===== src/pbr_pkg.sv =====
package pbr_pkg;

   // -------------------------------------------------------------------
   // Read-only capability fields
   // -------------------------------------------------------------------
   localparam logic [2:0] PBR_EXTENDED_VAL   = 3'h7;  // Extended set present
   localparam logic [3:0] PBR_NUM_PORTS_VAL  = 4'h3;  // Port count reported
   localparam logic [2:0] PBR_LEGACY_SPD_VAL = 3'h7;  // Obsolete speed field
   localparam logic [3:0] PBR_DELAY_VAL      = 4'h2;  // Repeater delay code

   // Repeater delay encoding: base plus step per count, in ns
   localparam int PBR_DELAY_BASE_NS = 144;
   localparam int PBR_DELAY_STEP_NS = 20;

   // -------------------------------------------------------------------
   // Writable bits: reset values and self-ID packet positions
   // -------------------------------------------------------------------
   localparam logic PBR_LINK_CTRL_RST = 1'b1;  // Set by hardware reset
   localparam logic PBR_CONTENDER_RST = 1'b0;  // Clear by hardware reset
   localparam int   PBR_SELFID_L_POS  = 9;     // Link-active bit in self-ID
   localparam int   PBR_SELFID_C_POS  = 20;    // Contender bit in self-ID

   // Link interface state
   typedef enum logic [0:0] {
      PBR_LINK_OFF,
      PBR_LINK_ON
   } pbr_link_e;

endpackage


===== src/pbr_wr_if.sv =====
// -------------------------------------------------------------------
// Software write path into the writable bits
// -------------------------------------------------------------------
interface pbr_wr_if;
   logic wr_link_ctrl;    // Write strobe, link-active control
   logic wr_contender;    // Write strobe, contender bit
   logic wr_data;         // Value written
   logic link_ctrl;       // Stored link-active control
   logic contender;       // Stored contender bit

   modport ctl  (output wr_link_ctrl, output wr_contender,
                 output wr_data, input link_ctrl, input contender);
   modport bits (input wr_link_ctrl, input wr_contender,
                 input wr_data, output link_ctrl, output contender);
endinterface


===== src/pbr_fields.sv =====
// Behaviour
// - Extended-set field reads constant 111b
// - Port-count field reads 3
// - Legacy speed field reads constant 111b
// - Repeater delay field reads 02h
// - Self-ID link bit is control AND power
// - Link control writable, set by reset
// - Link interface follows power input only
// - Link serviced while powered, control ignored
// - Contender bit copied into self-ID
// - Contender cleared by reset, software sets
module pbr_fields
(
   input  wire logic       mclk,
   input  wire logic       sys_rst,
   input  wire logic       bus_rst,
   input  wire logic       link_power,
   input  wire logic       wr_link_ctrl,
   input  wire logic       wr_contender,
   input  wire logic       wr_data,
   input  wire logic       link_req,
   output logic      [2:0] extended_field,
   output logic      [3:0] num_ports,
   output logic      [2:0] legacy_speed_capability,
   output logic      [3:0] repeater_delay,
   output logic            link_active_control,
   output logic            contender,
   output logic            selfid_link_bit,
   output logic            selfid_contender_bit,
   output logic            link_if_on,
   output logic            link_req_taken
);

   // -------------------------------------------------------------------
   // Writable bit store
   // -------------------------------------------------------------------
   pbr_wr_if wr ();   // Write path bundle

   assign wr.wr_link_ctrl = wr_link_ctrl;
   assign wr.wr_contender = wr_contender;
   assign wr.wr_data      = wr_data;

   pbr_bits u_bits
   (
      .mclk    (mclk),
      .sys_rst (sys_rst),
      .wr      (wr)
   );

   // -------------------------------------------------------------------
   // Constant capability fields
   // -------------------------------------------------------------------
   // Registered so outputs come from flops; reload every cycle
   always_ff @(posedge mclk or posedge sys_rst)
   begin
      if (sys_rst)
      begin
         extended_field          <= pbr_pkg::PBR_EXTENDED_VAL;
         num_ports               <= pbr_pkg::PBR_NUM_PORTS_VAL;
         legacy_speed_capability <= pbr_pkg::PBR_LEGACY_SPD_VAL;
         repeater_delay          <= pbr_pkg::PBR_DELAY_VAL;
      end
      else
      begin
         extended_field          <= pbr_pkg::PBR_EXTENDED_VAL;
         num_ports               <= pbr_pkg::PBR_NUM_PORTS_VAL;
         legacy_speed_capability <= pbr_pkg::PBR_LEGACY_SPD_VAL;
         // Worst-case value; a zero override is software's business
         repeater_delay          <= pbr_pkg::PBR_DELAY_VAL;
      end
   end

   // -------------------------------------------------------------------
   // Readback of writable bits
   // -------------------------------------------------------------------
   // Bus reset is deliberately not a term here: both bits survive it
   always_ff @(posedge mclk or posedge sys_rst)
   begin
      if (sys_rst)
      begin
         link_active_control <= pbr_pkg::PBR_LINK_CTRL_RST;
         contender           <= pbr_pkg::PBR_CONTENDER_RST;
      end
      else
      begin
         link_active_control <= wr.link_ctrl;
         contender           <= wr.contender;
      end
   end

   // -------------------------------------------------------------------
   // Self-ID packet bits
   // -------------------------------------------------------------------
   // Sampled at each bus reset, when the self-ID packet is built
   always_ff @(posedge mclk or posedge sys_rst)
   begin
      if (sys_rst)
      begin
         selfid_link_bit      <= 1'b0;
         selfid_contender_bit <= pbr_pkg::PBR_CONTENDER_RST;
      end
      else if (bus_rst)
      begin
         selfid_link_bit      <= wr.link_ctrl & link_power;
         selfid_contender_bit <= wr.contender;
      end
   end

   // -------------------------------------------------------------------
   // Link interface state
   // -------------------------------------------------------------------
   pbr_pkg::pbr_link_e link_state_q;   // Interface state

   // Power input alone decides; link control has no say
   always_ff @(posedge mclk or posedge sys_rst)
   begin
      if (sys_rst)
         link_state_q <= pbr_pkg::PBR_LINK_OFF;
      else
      begin
         case (link_state_q)
            pbr_pkg::PBR_LINK_OFF:
               if (link_power)
                  link_state_q <= pbr_pkg::PBR_LINK_ON;
            pbr_pkg::PBR_LINK_ON:
               if (!link_power)
                  link_state_q <= pbr_pkg::PBR_LINK_OFF;
            default:
               link_state_q <= pbr_pkg::PBR_LINK_OFF;
         endcase
      end
   end

   // Status output mirrors state one cycle later
   always_ff @(posedge mclk or posedge sys_rst)
   begin
      if (sys_rst)
         link_if_on <= 1'b0;
      else
         link_if_on <= (link_state_q == pbr_pkg::PBR_LINK_ON);
   end

   // -------------------------------------------------------------------
   // Request servicing
   // -------------------------------------------------------------------
   // Requests accepted whenever the interface is on, control ignored
   always_ff @(posedge mclk or posedge sys_rst)
   begin
      if (sys_rst)
         link_req_taken <= 1'b0;
      else
         // Served on power state alone; link control is not a term
         link_req_taken <= link_req &&
                           (link_state_q == pbr_pkg::PBR_LINK_ON);
   end
endmodule


===== src/pbr_bits.sv =====
// -------------------------------------------------------------------
// Writable bit store, immune to bus reset
// -------------------------------------------------------------------
module pbr_bits
(
   input  wire logic mclk,
   input  wire logic sys_rst,
   pbr_wr_if.bits    wr
);

   logic link_ctrl_q;   // Link-active control
   logic contender_q;   // Contender

   // Link control: hardware reset sets, no bus reset input here at all
   always_ff @(posedge mclk or posedge sys_rst)
   begin
      if (sys_rst)
         link_ctrl_q <= pbr_pkg::PBR_LINK_CTRL_RST;
      else if (wr.wr_link_ctrl)
         link_ctrl_q <= wr.wr_data;
   end

   // Contender: only a software write may set it
   always_ff @(posedge mclk or posedge sys_rst)
   begin
      if (sys_rst)
         contender_q <= pbr_pkg::PBR_CONTENDER_RST;
      else if (wr.wr_contender)
         contender_q <= wr.wr_data;
   end

   assign wr.link_ctrl = link_ctrl_q;
   assign wr.contender = contender_q;

endmodule


===== config.mk =====
export PLATFORM = sky130hd
export DESIGN_NAME = pbr_fields
export DESIGN_NICKNAME = d
export VERILOG_FILES = /design/src/pbr_pkg.sv /design/src/pbr_wr_if.sv /design/src/pbr_fields.sv /design/src/pbr_bits.sv
export SDC_FILE = /design/constraint.sdc
export NUM_CORES = 1
export LEC_CHECK = 0
export BUFFER_PORTS_ARGS = -buffer_cell sky130_fd_sc_hd__buf_2
export CORE_AREA = 4 4 41 43
export DETAILED_ROUTE_END_ITERATION = 8
export DIE_AREA = 0 0 45 47
export PLACE_DENSITY_LB_ADDON = 0.3
export SYNTH_ARGS = -nofsm -noshare
export SYNTH_HDL_FRONTEND = slang
export SYNTH_SLANG_ARGS = --single-unit
export TNS_END_PERCENT = 5

===== constraint.sdc =====
create_clock -name mclk -period 0.9 [get_ports mclk]
set_input_delay 0.27 -clock mclk [delete_from_list [all_inputs] [get_ports mclk]]
set_output_delay 0.27 -clock mclk [all_outputs]
set_load 0.01 [all_outputs]

==> reports/metrics.yaml, run 1 <==
internal-power_uw: 674
p_clk_share_pct: 33.7
fmax_mhz: 878
first_iter_violations: 0
ios: 28
routed_wl_um: 594
cts.sinks: 9
cts_setup_buffers: 0
grt_util_all_layers_pct: 7.03
crit_chain: "buf_6"
p_sw_share_pct: 24.4
start_kind: "flip-flop"
path_max_fanout: 1
critical_path.max_stage_delay_ps: 520
yosysWarnings: 0
setup.worst_path.end_class: "output pin"
place_area_um2: 425
finalCriticalPeriod_ps: 1140
htreeDepth: 1
finalNonFillerCells: 64
synth_top_cells_by_count: "buf_4 (14), dfrtp_1 (7)"
drc_errors: 0
die_x_um: 45
p_leak_nw: 0.254
drv_slew: 0
die-area_um2: 2120
p_sw_uw: 217
vias_per_cell: 3.42
synth_area_leader_cell: "dfrtp_1"
yosysMostFrequentCell: "buf_4"
drive_above_1_share_pct: 42.9
clock_path_buffers: 2
outcome: "finished with violations"
gp_congestion: 0.671
crit_type: "flip-flop to output pin"
synth_seq_cells: 9
ir_drop_v: 0.000924
power_per_cell_area_nw_per_um2: 1900
syn_inst: 33
async_flop_share_pct: 100
synth_top_area_share_pct: 43.6
antenna_found_initial: 0
dp_cells: 59
cts.clk_slew.worst_paths_ps: 60
synth_area_leaders: "dfrtp_1 (44%), buf_4 (26%), dfstp_2 (13%)"
worstPathArrival_ps: 870
ant_nets: 0
path_buf_inv: 1
fin_worst_skew_ps: 3.16
grt_pass1_wl_um: 903
synth_ff_type: "dfrtp_1"
dp_slack_ps: 26.3
core_area_um2: 1300
cts-root-buf: "clkbuf_4"
die_height_um: 47
fin_crit_sh_pct: 127
yosysSeqAreaShare_pct: 56.7
start_util_pct: 30.9
antenna_cells: 0
fp-row-count: 13
rsz0062_at_grt: "yes"
grt_max_degree: 10
cts-buffers-inserted: 3
grt_overflow: 0
areaGrowthSynthToFinish_pct: 16.5
dp_hpwl_um: 487
hold_path_class: "input pin to flip-flop"
worstSkewPairLatency_ps: 250
finalNetCount: 58
power_frac_comb_pct: 14.0
cp_data_required_time_ps: 630
drt_pre_antenna_iters: 1
vias: 219
drv_cap: 0
syn_area_per_cell_um2: 12.2
finalHoldViolCount: 0
cts_tree: "built"
cp_top_family: "flip-flops"
syn_area_um2: 402
io_buffers: 13
synth-edff-count: 0
layout_setup_ws_ps: -239
setup_viol: 6
wl_per_cell_um: 9.28
critical-path-slowest-cell: "dfstp_2"
p_total_uw: 891
violations: "setup timing"
synth_cell_types: 10
fin_area_um2: 468
grt_pass1_vias: 201
power_frac_seq_pct: 52.2
-- final cells by class --
type | count | area, µm²
Multi-Input combinational cell | 20 | 106
Timing Repair Buffer | 14 | 81.3
Sequential cell | 9 | 228
Tap cell | 15 | 18.8
Clock buffer | 4 | 26.3
Fill cell | 147 | 833
Inverter | 2 | 7.51
-- final timing paths --
| check | from | endpoint | slack [ps] | depth (start not counted) |
|---|---|---|---|---|
| setup reg to reg | u_bits.wr.link_ctrl | selfid_link_bit | 130 | 2 |
| max in group asynchronous | sys_rst | u_bits.wr.link_ctrl | 100 | 3 |
| min in group asynchronous | sys_rst | contender | 510 | 3 |
| hold / removal | link_power | link_state_q | 140 | 1 |
| hold reg to reg | u_bits.wr.link_ctrl | link_active_control | 380 | 0 |
| setup / recovery | link_active_control | link_active_control | -240 | 1 |
-- sequential cells by signal, summed over array words and instances, names as in the netlist --
name                  flops
link_active_control       1
u_bits.wr.contender       1
link_state_q              1
u_bits.wr.link_ctrl       1
link_req_taken            1
contender                 1
selfid_contender_bit      1
link_if_on                1
selfid_link_bit           1
-- repair_timing --
item	4_1_cts	5_1_grt
hold buffers	1	0
setup endpoints to repair	6	6
hold endpoints to repair	7	0
gates resized for setup	1	0
-- per-stage QoR --
step | util [%] | TNS [ps] | hold WS, ps
after floorplan | - | 0 | 96.5
after global placement | 32.7 | 0 | 236
after detailed placement | 32.7 | 0 | 239
after CTS | 36.0 | -920 | 125
after global routing | 36.0 | -1130 | 121
final | 36.0 | -856 | 137
-- cells by family (layout without fill, tap and decap cells) --
group	Yosys count	after routing	synth area share, %
AO/OA/AOI/OAI	1	1	1.24
buffers and inverters	16	20	28.0
flip-flops	9	9	56.7
multiplexers	3	3	9.34
other	2	14	1.87
AND/OR/NAND/NOR	2	2	2.80
-- cell usage in the layout, fill, tap and decap left out, drive strengths merged --
cell and instances:
clkbuf 4, mux2 3, and2 1, nand3 1, buf 13, dfrtp 7, o21ai 1, dfstp 2
inv 2, conb 14, dlygate4sd3 1
-- routing by layer --
| layer | track usage [%] | vias to the layer above | part of all wire, % |
|---|---|---|---|
| met3 | 4.98 | 0 | 14 |
| li1 | - | 106 | - |
| met5 | 0 | - | 0 |
| met1 | 6.81 | 96 | 35 |
| met4 | 7.02 | 0 | 0 |
| met2 | 9.60 | 17 | 51 |
-- worst reg2reg max path: stages (launching register included) --
cell and delay, ps:
dfstp_2 540, nand3_1 70, o21ai_0 80
-- power by group through the flow --
stage	clock network, mW	logic, mW	registers, mW
after global placement	0	0.115	0.471
final	0.301	0.125	0.465
after global routing	0.352	0.139	0.470
after detailed placement	0	0.117	0.472
after CTS	0.311	0.126	0.466
after floorplan	0	0.102	0.482
Note: power is estimated with default switching activity, not from simulation.
==> run 2, diff against run 1 <==
--- a/config.mk
+++ b/config.mk
@@ -6,9 +6,11 @@
 export NUM_CORES = 1
 export LEC_CHECK = 0
 export BUFFER_PORTS_ARGS = -buffer_cell sky130_fd_sc_hd__buf_2
-export CORE_AREA = 4 4 41 43
+export CELL_PAD_IN_SITES_DETAIL_PLACEMENT = 1
+export CELL_PAD_IN_SITES_GLOBAL_PLACEMENT = 1
+export CORE_MARGIN = 4
+export CORE_UTILIZATION = 24
 export DETAILED_ROUTE_END_ITERATION = 8
-export DIE_AREA = 0 0 45 47
 export PLACE_DENSITY_LB_ADDON = 0.3
 export SYNTH_ARGS = -nofsm -noshare
 export SYNTH_HDL_FRONTEND = slang
==> constraint.sdc (replaced) <==
create_clock -name mclk -period 1 [get_ports mclk]
set_input_delay 0.3 -clock mclk [delete_from_list [all_inputs] [get_ports mclk]]
set_output_delay 0.3 -clock mclk [all_outputs]
set_load 0.01 [all_outputs]
==> run 2 against run 1 <==
The flow finishes with violations (hold timing, setup timing). Sequential power down 10%. Core utilization is 6.2 points lower. Die area grew 13%. Via count is 5.5% higher. Hold slack worse by 150 ps. Critical path type unchanged. Largest cell class unchanged. Highest routed layer unchanged.
==> reports/metrics.yaml, run 2 (synthesized netlist as in run 1, its figures left out) <==
outcome: "finished with violations"
violations: "hold timing, setup timing"
cts_setup_buffers: 0  # unchanged
worstSkewPairLatency_ps: 250  # about the same
finalNetCount: 57  # -1.7%
fin_area_um2: 459  # -1.9%
power_frac_seq_pct: 52.2  # about the same
layout_setup_ws_ps: -163  # +76.9 ps
antenna_found_initial: 0  # unchanged
cts-root-buf: "clkbuf_4"
cp_top_family: "flip-flops"
p_leak_nw: 0.250  # -1.6%
antenna_cells: 0  # unchanged
clock_path_buffers: 2  # unchanged
cts-buffers-inserted: 3  # unchanged
wl_per_cell_um: 10.1  # +8.4%
cts.clk_slew.worst_paths_ps: 60  # about the same
p_sw_share_pct: 24.5  # +0.097 points
drive_above_1_share_pct: 43.8  # +0.89 points
path_buf_inv: 1  # unchanged
internal-power_uw: 604  # -10%
core_area_um2: 1540  # +18%
path_max_fanout: 1  # unchanged
vias: 231  # +5.5%
p_total_uw: 799  # -10%
critical-path-slowest-cell: "dfstp_2"
routed_wl_um: 644  # +8.4%
layout_common_cells: "conb_1 (14), buf_2 (12), dfrtp_1 (7)"
grt_overflow: 0  # unchanged
tns_ps: -403  # +453 ps
fp-row-count: 14  # +1
ant_nets: 0  # unchanged
power_frac_comb_pct: 13.9  # about the same
place_area_um2: 427  # +0.29%
io_buffers: 13  # unchanged
crit_chain: "buf_6"
finalCriticalPeriod_ps: 1160
hold_path_class: "input pin to async pin"
vias_per_cell: 3.61  # +5.5%
cts_hold_buf: 0  # -1
cts_tree: "built"
die-area_um2: 2390  # +13%
drv_cap: 0  # unchanged
final_common_cell: "conb_1"
setup.worst_path.end_class: "output pin"
areaGrowthSynthToFinish_pct: 14.3
htreeDepth: 1  # unchanged
ios: 28  # unchanged
drv_slew: 0  # unchanged
start_kind: "flip-flop"
fmax_mhz: 860
fin_hold_ws_ps: -8.11  # -145 ps
die_x_um: 48.9  # +8.7%
fin_crit_sh_pct: 116
p_sw_uw: 196  # -9.9%
grt_max_degree: 10  # unchanged
grt_pass1_vias: 225  # +12%
drt_pre_antenna_iters: 4  # +3
cts.sinks: 9  # unchanged
grt_util_all_layers_pct: 5.55  # -1.5 points
cp_data_required_time_ps: 700  # +70 ps
dp_hpwl_um: 521  # +7.0%
first_iter_violations: 2  # +2
start_util_pct: 26.1  # -4.8 points
p_clk_share_pct: 33.9  # +0.2 points
setup_viol: 6  # unchanged
power_per_cell_area_nw_per_um2: 1740  # -8.6%
crit_type: "flip-flop to output pin"
worstPathArrival_ps: 860  # about the same
gp_congestion: 0.655  # -2.4%
die_height_um: 48.9  # +4.1%
drc_errors: 0  # unchanged
finalHoldViolCount: 7  # +7
dp_slack_ps: 92.5  # +66.2 ps
ir_drop_v: 0.000440  # -52%
fin_worst_skew_ps: 5.21  # +2.05 ps
critical_path.max_stage_delay_ps: 520  # about the same
rsz0062_at_grt: "yes"
grt_pass1_wl_um: 972  # +7.6%
run 2: routing by layer:
layer	GRT usage (%)	part of all wire, %
met1	5.62	39
met2	6.52	42
met3	5.81	19
met4	4.04	0
met5	0	0
run 2: per-stage QoR:
step                cells  util [%]  hold WS (ps)
floorplan              45         -           126
global placement       60      27.7           272
detailed placement     60      27.7           279
CTS                    64      29.8          2.33
global route           64      29.8          20.8
finish                 64      29.8         -8.11
run 2: power by group through the flow:
stage / Combinational (mW) / Clock [mW] / Sequential [mW]
3_3_place_gp: 0.105 / 0 / 0.423
6_report: 0.111 / 0.271 / 0.418
5_1_grt: 0.123 / 0.303 / 0.421
4_1_cts: 0.112 / 0.284 / 0.419
2_1_floorplan: 0.0918 / 0 / 0.434
3_5_place_dp: 0.107 / 0 / 0.424
run 2: repair_timing:
action | in CTS | in global routing
resized for setup | 1 | 0
setup endpoints to repair | 6 | 6
hold endpoints to repair | 0 | 0
pin swaps | 0 | 0
run 2: layout make-up:
class,instances,area [µm²]
fill,190,1080
sequential,9,228
multi-input combinational,20,106
timing repair buffer,13,71.3
clock buffer,4,26.3
tap,16,20.0
inverter,2,7.51
run 2: final timing paths:
path	from	slack [ps]	depth (start not counted)	endpoint
min in group mclk	link_power	180	1	link_state_q
max	link_active_control	-160	1	link_active_control
max reg2reg	selfid_contender_bit	230	1	selfid_contender_bit
min reg2reg	link_state_q	360	0	link_if_on
max in group asynchronous	sys_rst	710	2	u_bits.wr.link_ctrl
min	sys_rst	-8	2	selfid_link_bit
==> run 3, diff against run 2 <==
--- a/config.mk
+++ b/config.mk
@@ -14,5 +14,6 @@
 export PLACE_DENSITY_LB_ADDON = 0.3
 export SYNTH_ARGS = -nofsm -noshare
 export SYNTH_HDL_FRONTEND = slang
+export SYNTH_HIERARCHICAL = 1
 export SYNTH_SLANG_ARGS = --single-unit
 export TNS_END_PERCENT = 5
==> run 3 against run 2 <==
The flow finishes with violations (setup timing). Area after synthesis increased by 1.9%. Sequential power about the same. Global-route usage up 0.22 points. Non-clock buffer count is 1 higher. Synthesized cell count increased by 3.0%.
==> reports/metrics.yaml, run 3 <==
dp_hpwl_um: 519  # -0.36%
yosysWarnings: 6  # +6
critical_path.max_stage_delay_ps: 520  # about the same
crit_chain: "buf_6"
drv_slew: 0  # unchanged
finalHoldViolCount: 0  # -7
synthAdderAreaFrac_pct: 0  # unchanged
multi_input_area_um2: 110  # +3.5%
dp_slack_ps: 90.4  # -2.15 ps
syn_inst: 34  # +3.0%
synth_ff_type: "dfrtp_1"
setup.worst_path.end_class: "output pin"
rr_worst_depth: 1  # unchanged
fin_worst_skew_ps: 1.15  # -4.05 ps
synth.mux.area_fraction_pct: 10.1  # +0.75 points
start_util_pct: 26.2  # +0.19 points
gp_congestion: 0.590  # -9.9%
cp_top_family: "flip-flops"
drive_above_1_share_pct: 40.0  # -3.7 points
vias_per_cell: 3.48  # -3.5%
reg2reg_from: "u_bits/wr.contender"
ir_drop_v: 0.000283  # -36%
hold_path_class: "input pin to flip-flop"
drc_errors: 0  # unchanged
areaGrowthSynthToFinish_pct: 16.5
synth_top_family_by_area: "buffers and inverters"
drt_pre_antenna_iters: 1  # -3
core_area_um2: 1560  # +1.1%
path_buf_inv: 1  # unchanged
setup_viol: 6  # unchanged
cp_data_required_time_ps: 700  # about the same
grt_pass1_vias: 232  # +3.1%
path_max_fanout: 1  # unchanged
worstSetupStartpoint: "link_active_control"
io_buffers: 13  # unchanged
fin_crit_sh_pct: 117  # +0.29 points
whs_path_depth: 1
grt_overflow: 0  # unchanged
cts.sinks: 9  # unchanged
worstPathArrival_ps: 870  # about the same
layout_common_cells: "conb_1 (14), buf_2 (12), dfrtp_1 (7)"
rsz0062_at_grt: "yes"
synth_xor_area_share_pct: 0  # unchanged
cts_setup_buffers: 0  # unchanged
antenna_found_initial: 0  # unchanged
synth-edff-count: 0  # unchanged
start_kind: "flip-flop"
finalCriticalPeriod_ps: 1170  # +2.89 ps
violations: "setup timing"
synth_top_area_share_pct: 42.8  # -0.80 points
htreeDepth: 1  # unchanged
grt_pass1_wl_um: 945  # -2.8%
synth_compound_area_share_pct: 1.22  # -0.023 points
hold_start: "link_power"
power_per_cell_area_nw_per_um2: 1680  # -3.3%
fill_cells: 190  # unchanged
first_iter_violations: 0  # -2
cts-root-buf: "clkbuf_4"
yosysMostFrequentCell: "buf_4"
tns_ps: -397  # +5.53 ps
p_leak_nw: 0.264  # +5.6%
fin_util_pct: 30.6  # +0.79 points
layout_setup_ws_ps: -165  # -2.89 ps
crit_type: "flip-flop to output pin"
critical-path-slowest-cell: "dfstp_2"
synth_top_cells_by_count: "buf_4 (14), dfrtp_1 (7), inv_1 (3)"
finalNetCount: 59  # +3.5%
cts.clk_slew.worst_paths_ps: 60  # about the same
synth_seq_cells: 9  # unchanged
fin_hold_ws_ps: 170  # +178 ps
drv_cap: 0  # unchanged
fp-row-count: 14  # unchanged
outcome: "finished with violations"
layout.area.seq_um2: 228  # unchanged
die-area_um2: 2430  # +1.6%
ant_nets: 0  # unchanged
cts-buffers-inserted: 3  # unchanged
syn_area_per_cell_um2: 12.0  # -1.1%
die_x_um: 49.3  # +0.78%
synth_area_leader_cell: "dfrtp_1"
async_flop_share_pct: 100  # unchanged
worstSkewPairLatency_ps: 250  # about the same
worstSetupPathDepth: 1  # unchanged
ios: 28  # unchanged
synth-simple-area-share_pct: 2.75  # -0.051 points
cts_tree: "built"
routed_wl_um: 639  # -0.78%
fmax_mhz: 858  # -0.25%
grt_max_degree: 8  # -2
syn_area_um2: 409  # +1.9%
vias: 230  # -0.43%
final_common_cell: "conb_1"
grt_util_all_layers_pct: 5.77  # +0.22 points
antenna_cells: 0  # unchanged
clock_path_buffers: 2  # unchanged
yosysSeqAreaShare_pct: 55.7  # -1.0 points
synth_area_leaders: "dfrtp_1 (43%), buf_4 (26%), dfstp_2 (13%)"
die_height_um: 49.3  # +0.78%
wl_per_cell_um: 9.68  # -3.8%
synth_cell_types: 10  # unchanged
-- run 3: per-layer routing --
| layer | vias up | global-route usage [%] | wire, µm |
|---|---|---|---|
| li1 | 108 | - | - |
| met1 | 109 | 4.32 | 193 |
| met2 | 11 | 9.38 | 373 |
| met3 | 2 | 3.06 | 62 |
| met4 | 0 | 7.11 | 10 |
| met5 | - | 0 | 0 |
-- run 3: through the flow --
step	instances	area (µm²)	power [mW]
floorplan	46	454	0.527
global placement	61	434	0.533
detailed placement	61	434	0.533
CTS	66	477	0.821
global route	66	477	0.856
finish	66	477	0.803
-- run 3: cells by family after synthesis --
| kind of cell | Yosys count |
|---|---|
| flops | 9 |
| compound gates | 1 |
| buf+inv | 17 |
| simple gates | 2 |
| other cells | 2 |
| mux | 3 |
-- run 3: final timing paths --
kind	to	slack, ps
setup reg to reg	u_bits/wr.contender	210
min in group asynchronous	u_bits/wr.contender	460
setup / recovery	link_active_control	-170
hold / removal	link_state_q	170
max in group asynchronous	link_active_control	190
hold reg to reg	link_if_on	370
-- run 3: what timing repair did --
item	4_1_cts	5_1_grt
hold buffers	1	0
hold endpoints to repair	7	0
resized for setup	1	0
setup endpoints to repair	6	6
-- run 3: where the power goes --
group / internal [mW] / switching, mW / leakage, nW / total (mW)
combinational: 0.0521 / 0.0638 / 0.144 / 0.116
sequential: 0.403 / 0.0160 / 0.105 / 0.419
clock: 0.153 / 0.115 / 0.0150 / 0.268
-- run 3: final cells by class --
class	instances	share of cell area, %
Sequential cell	9	47.8
Tap cell	16	4.20
Timing Repair Buffer	14	17.1
Multi-Input combinational cell	20	23.1
Clock buffer	4	5.51
Inverter	3	2.36
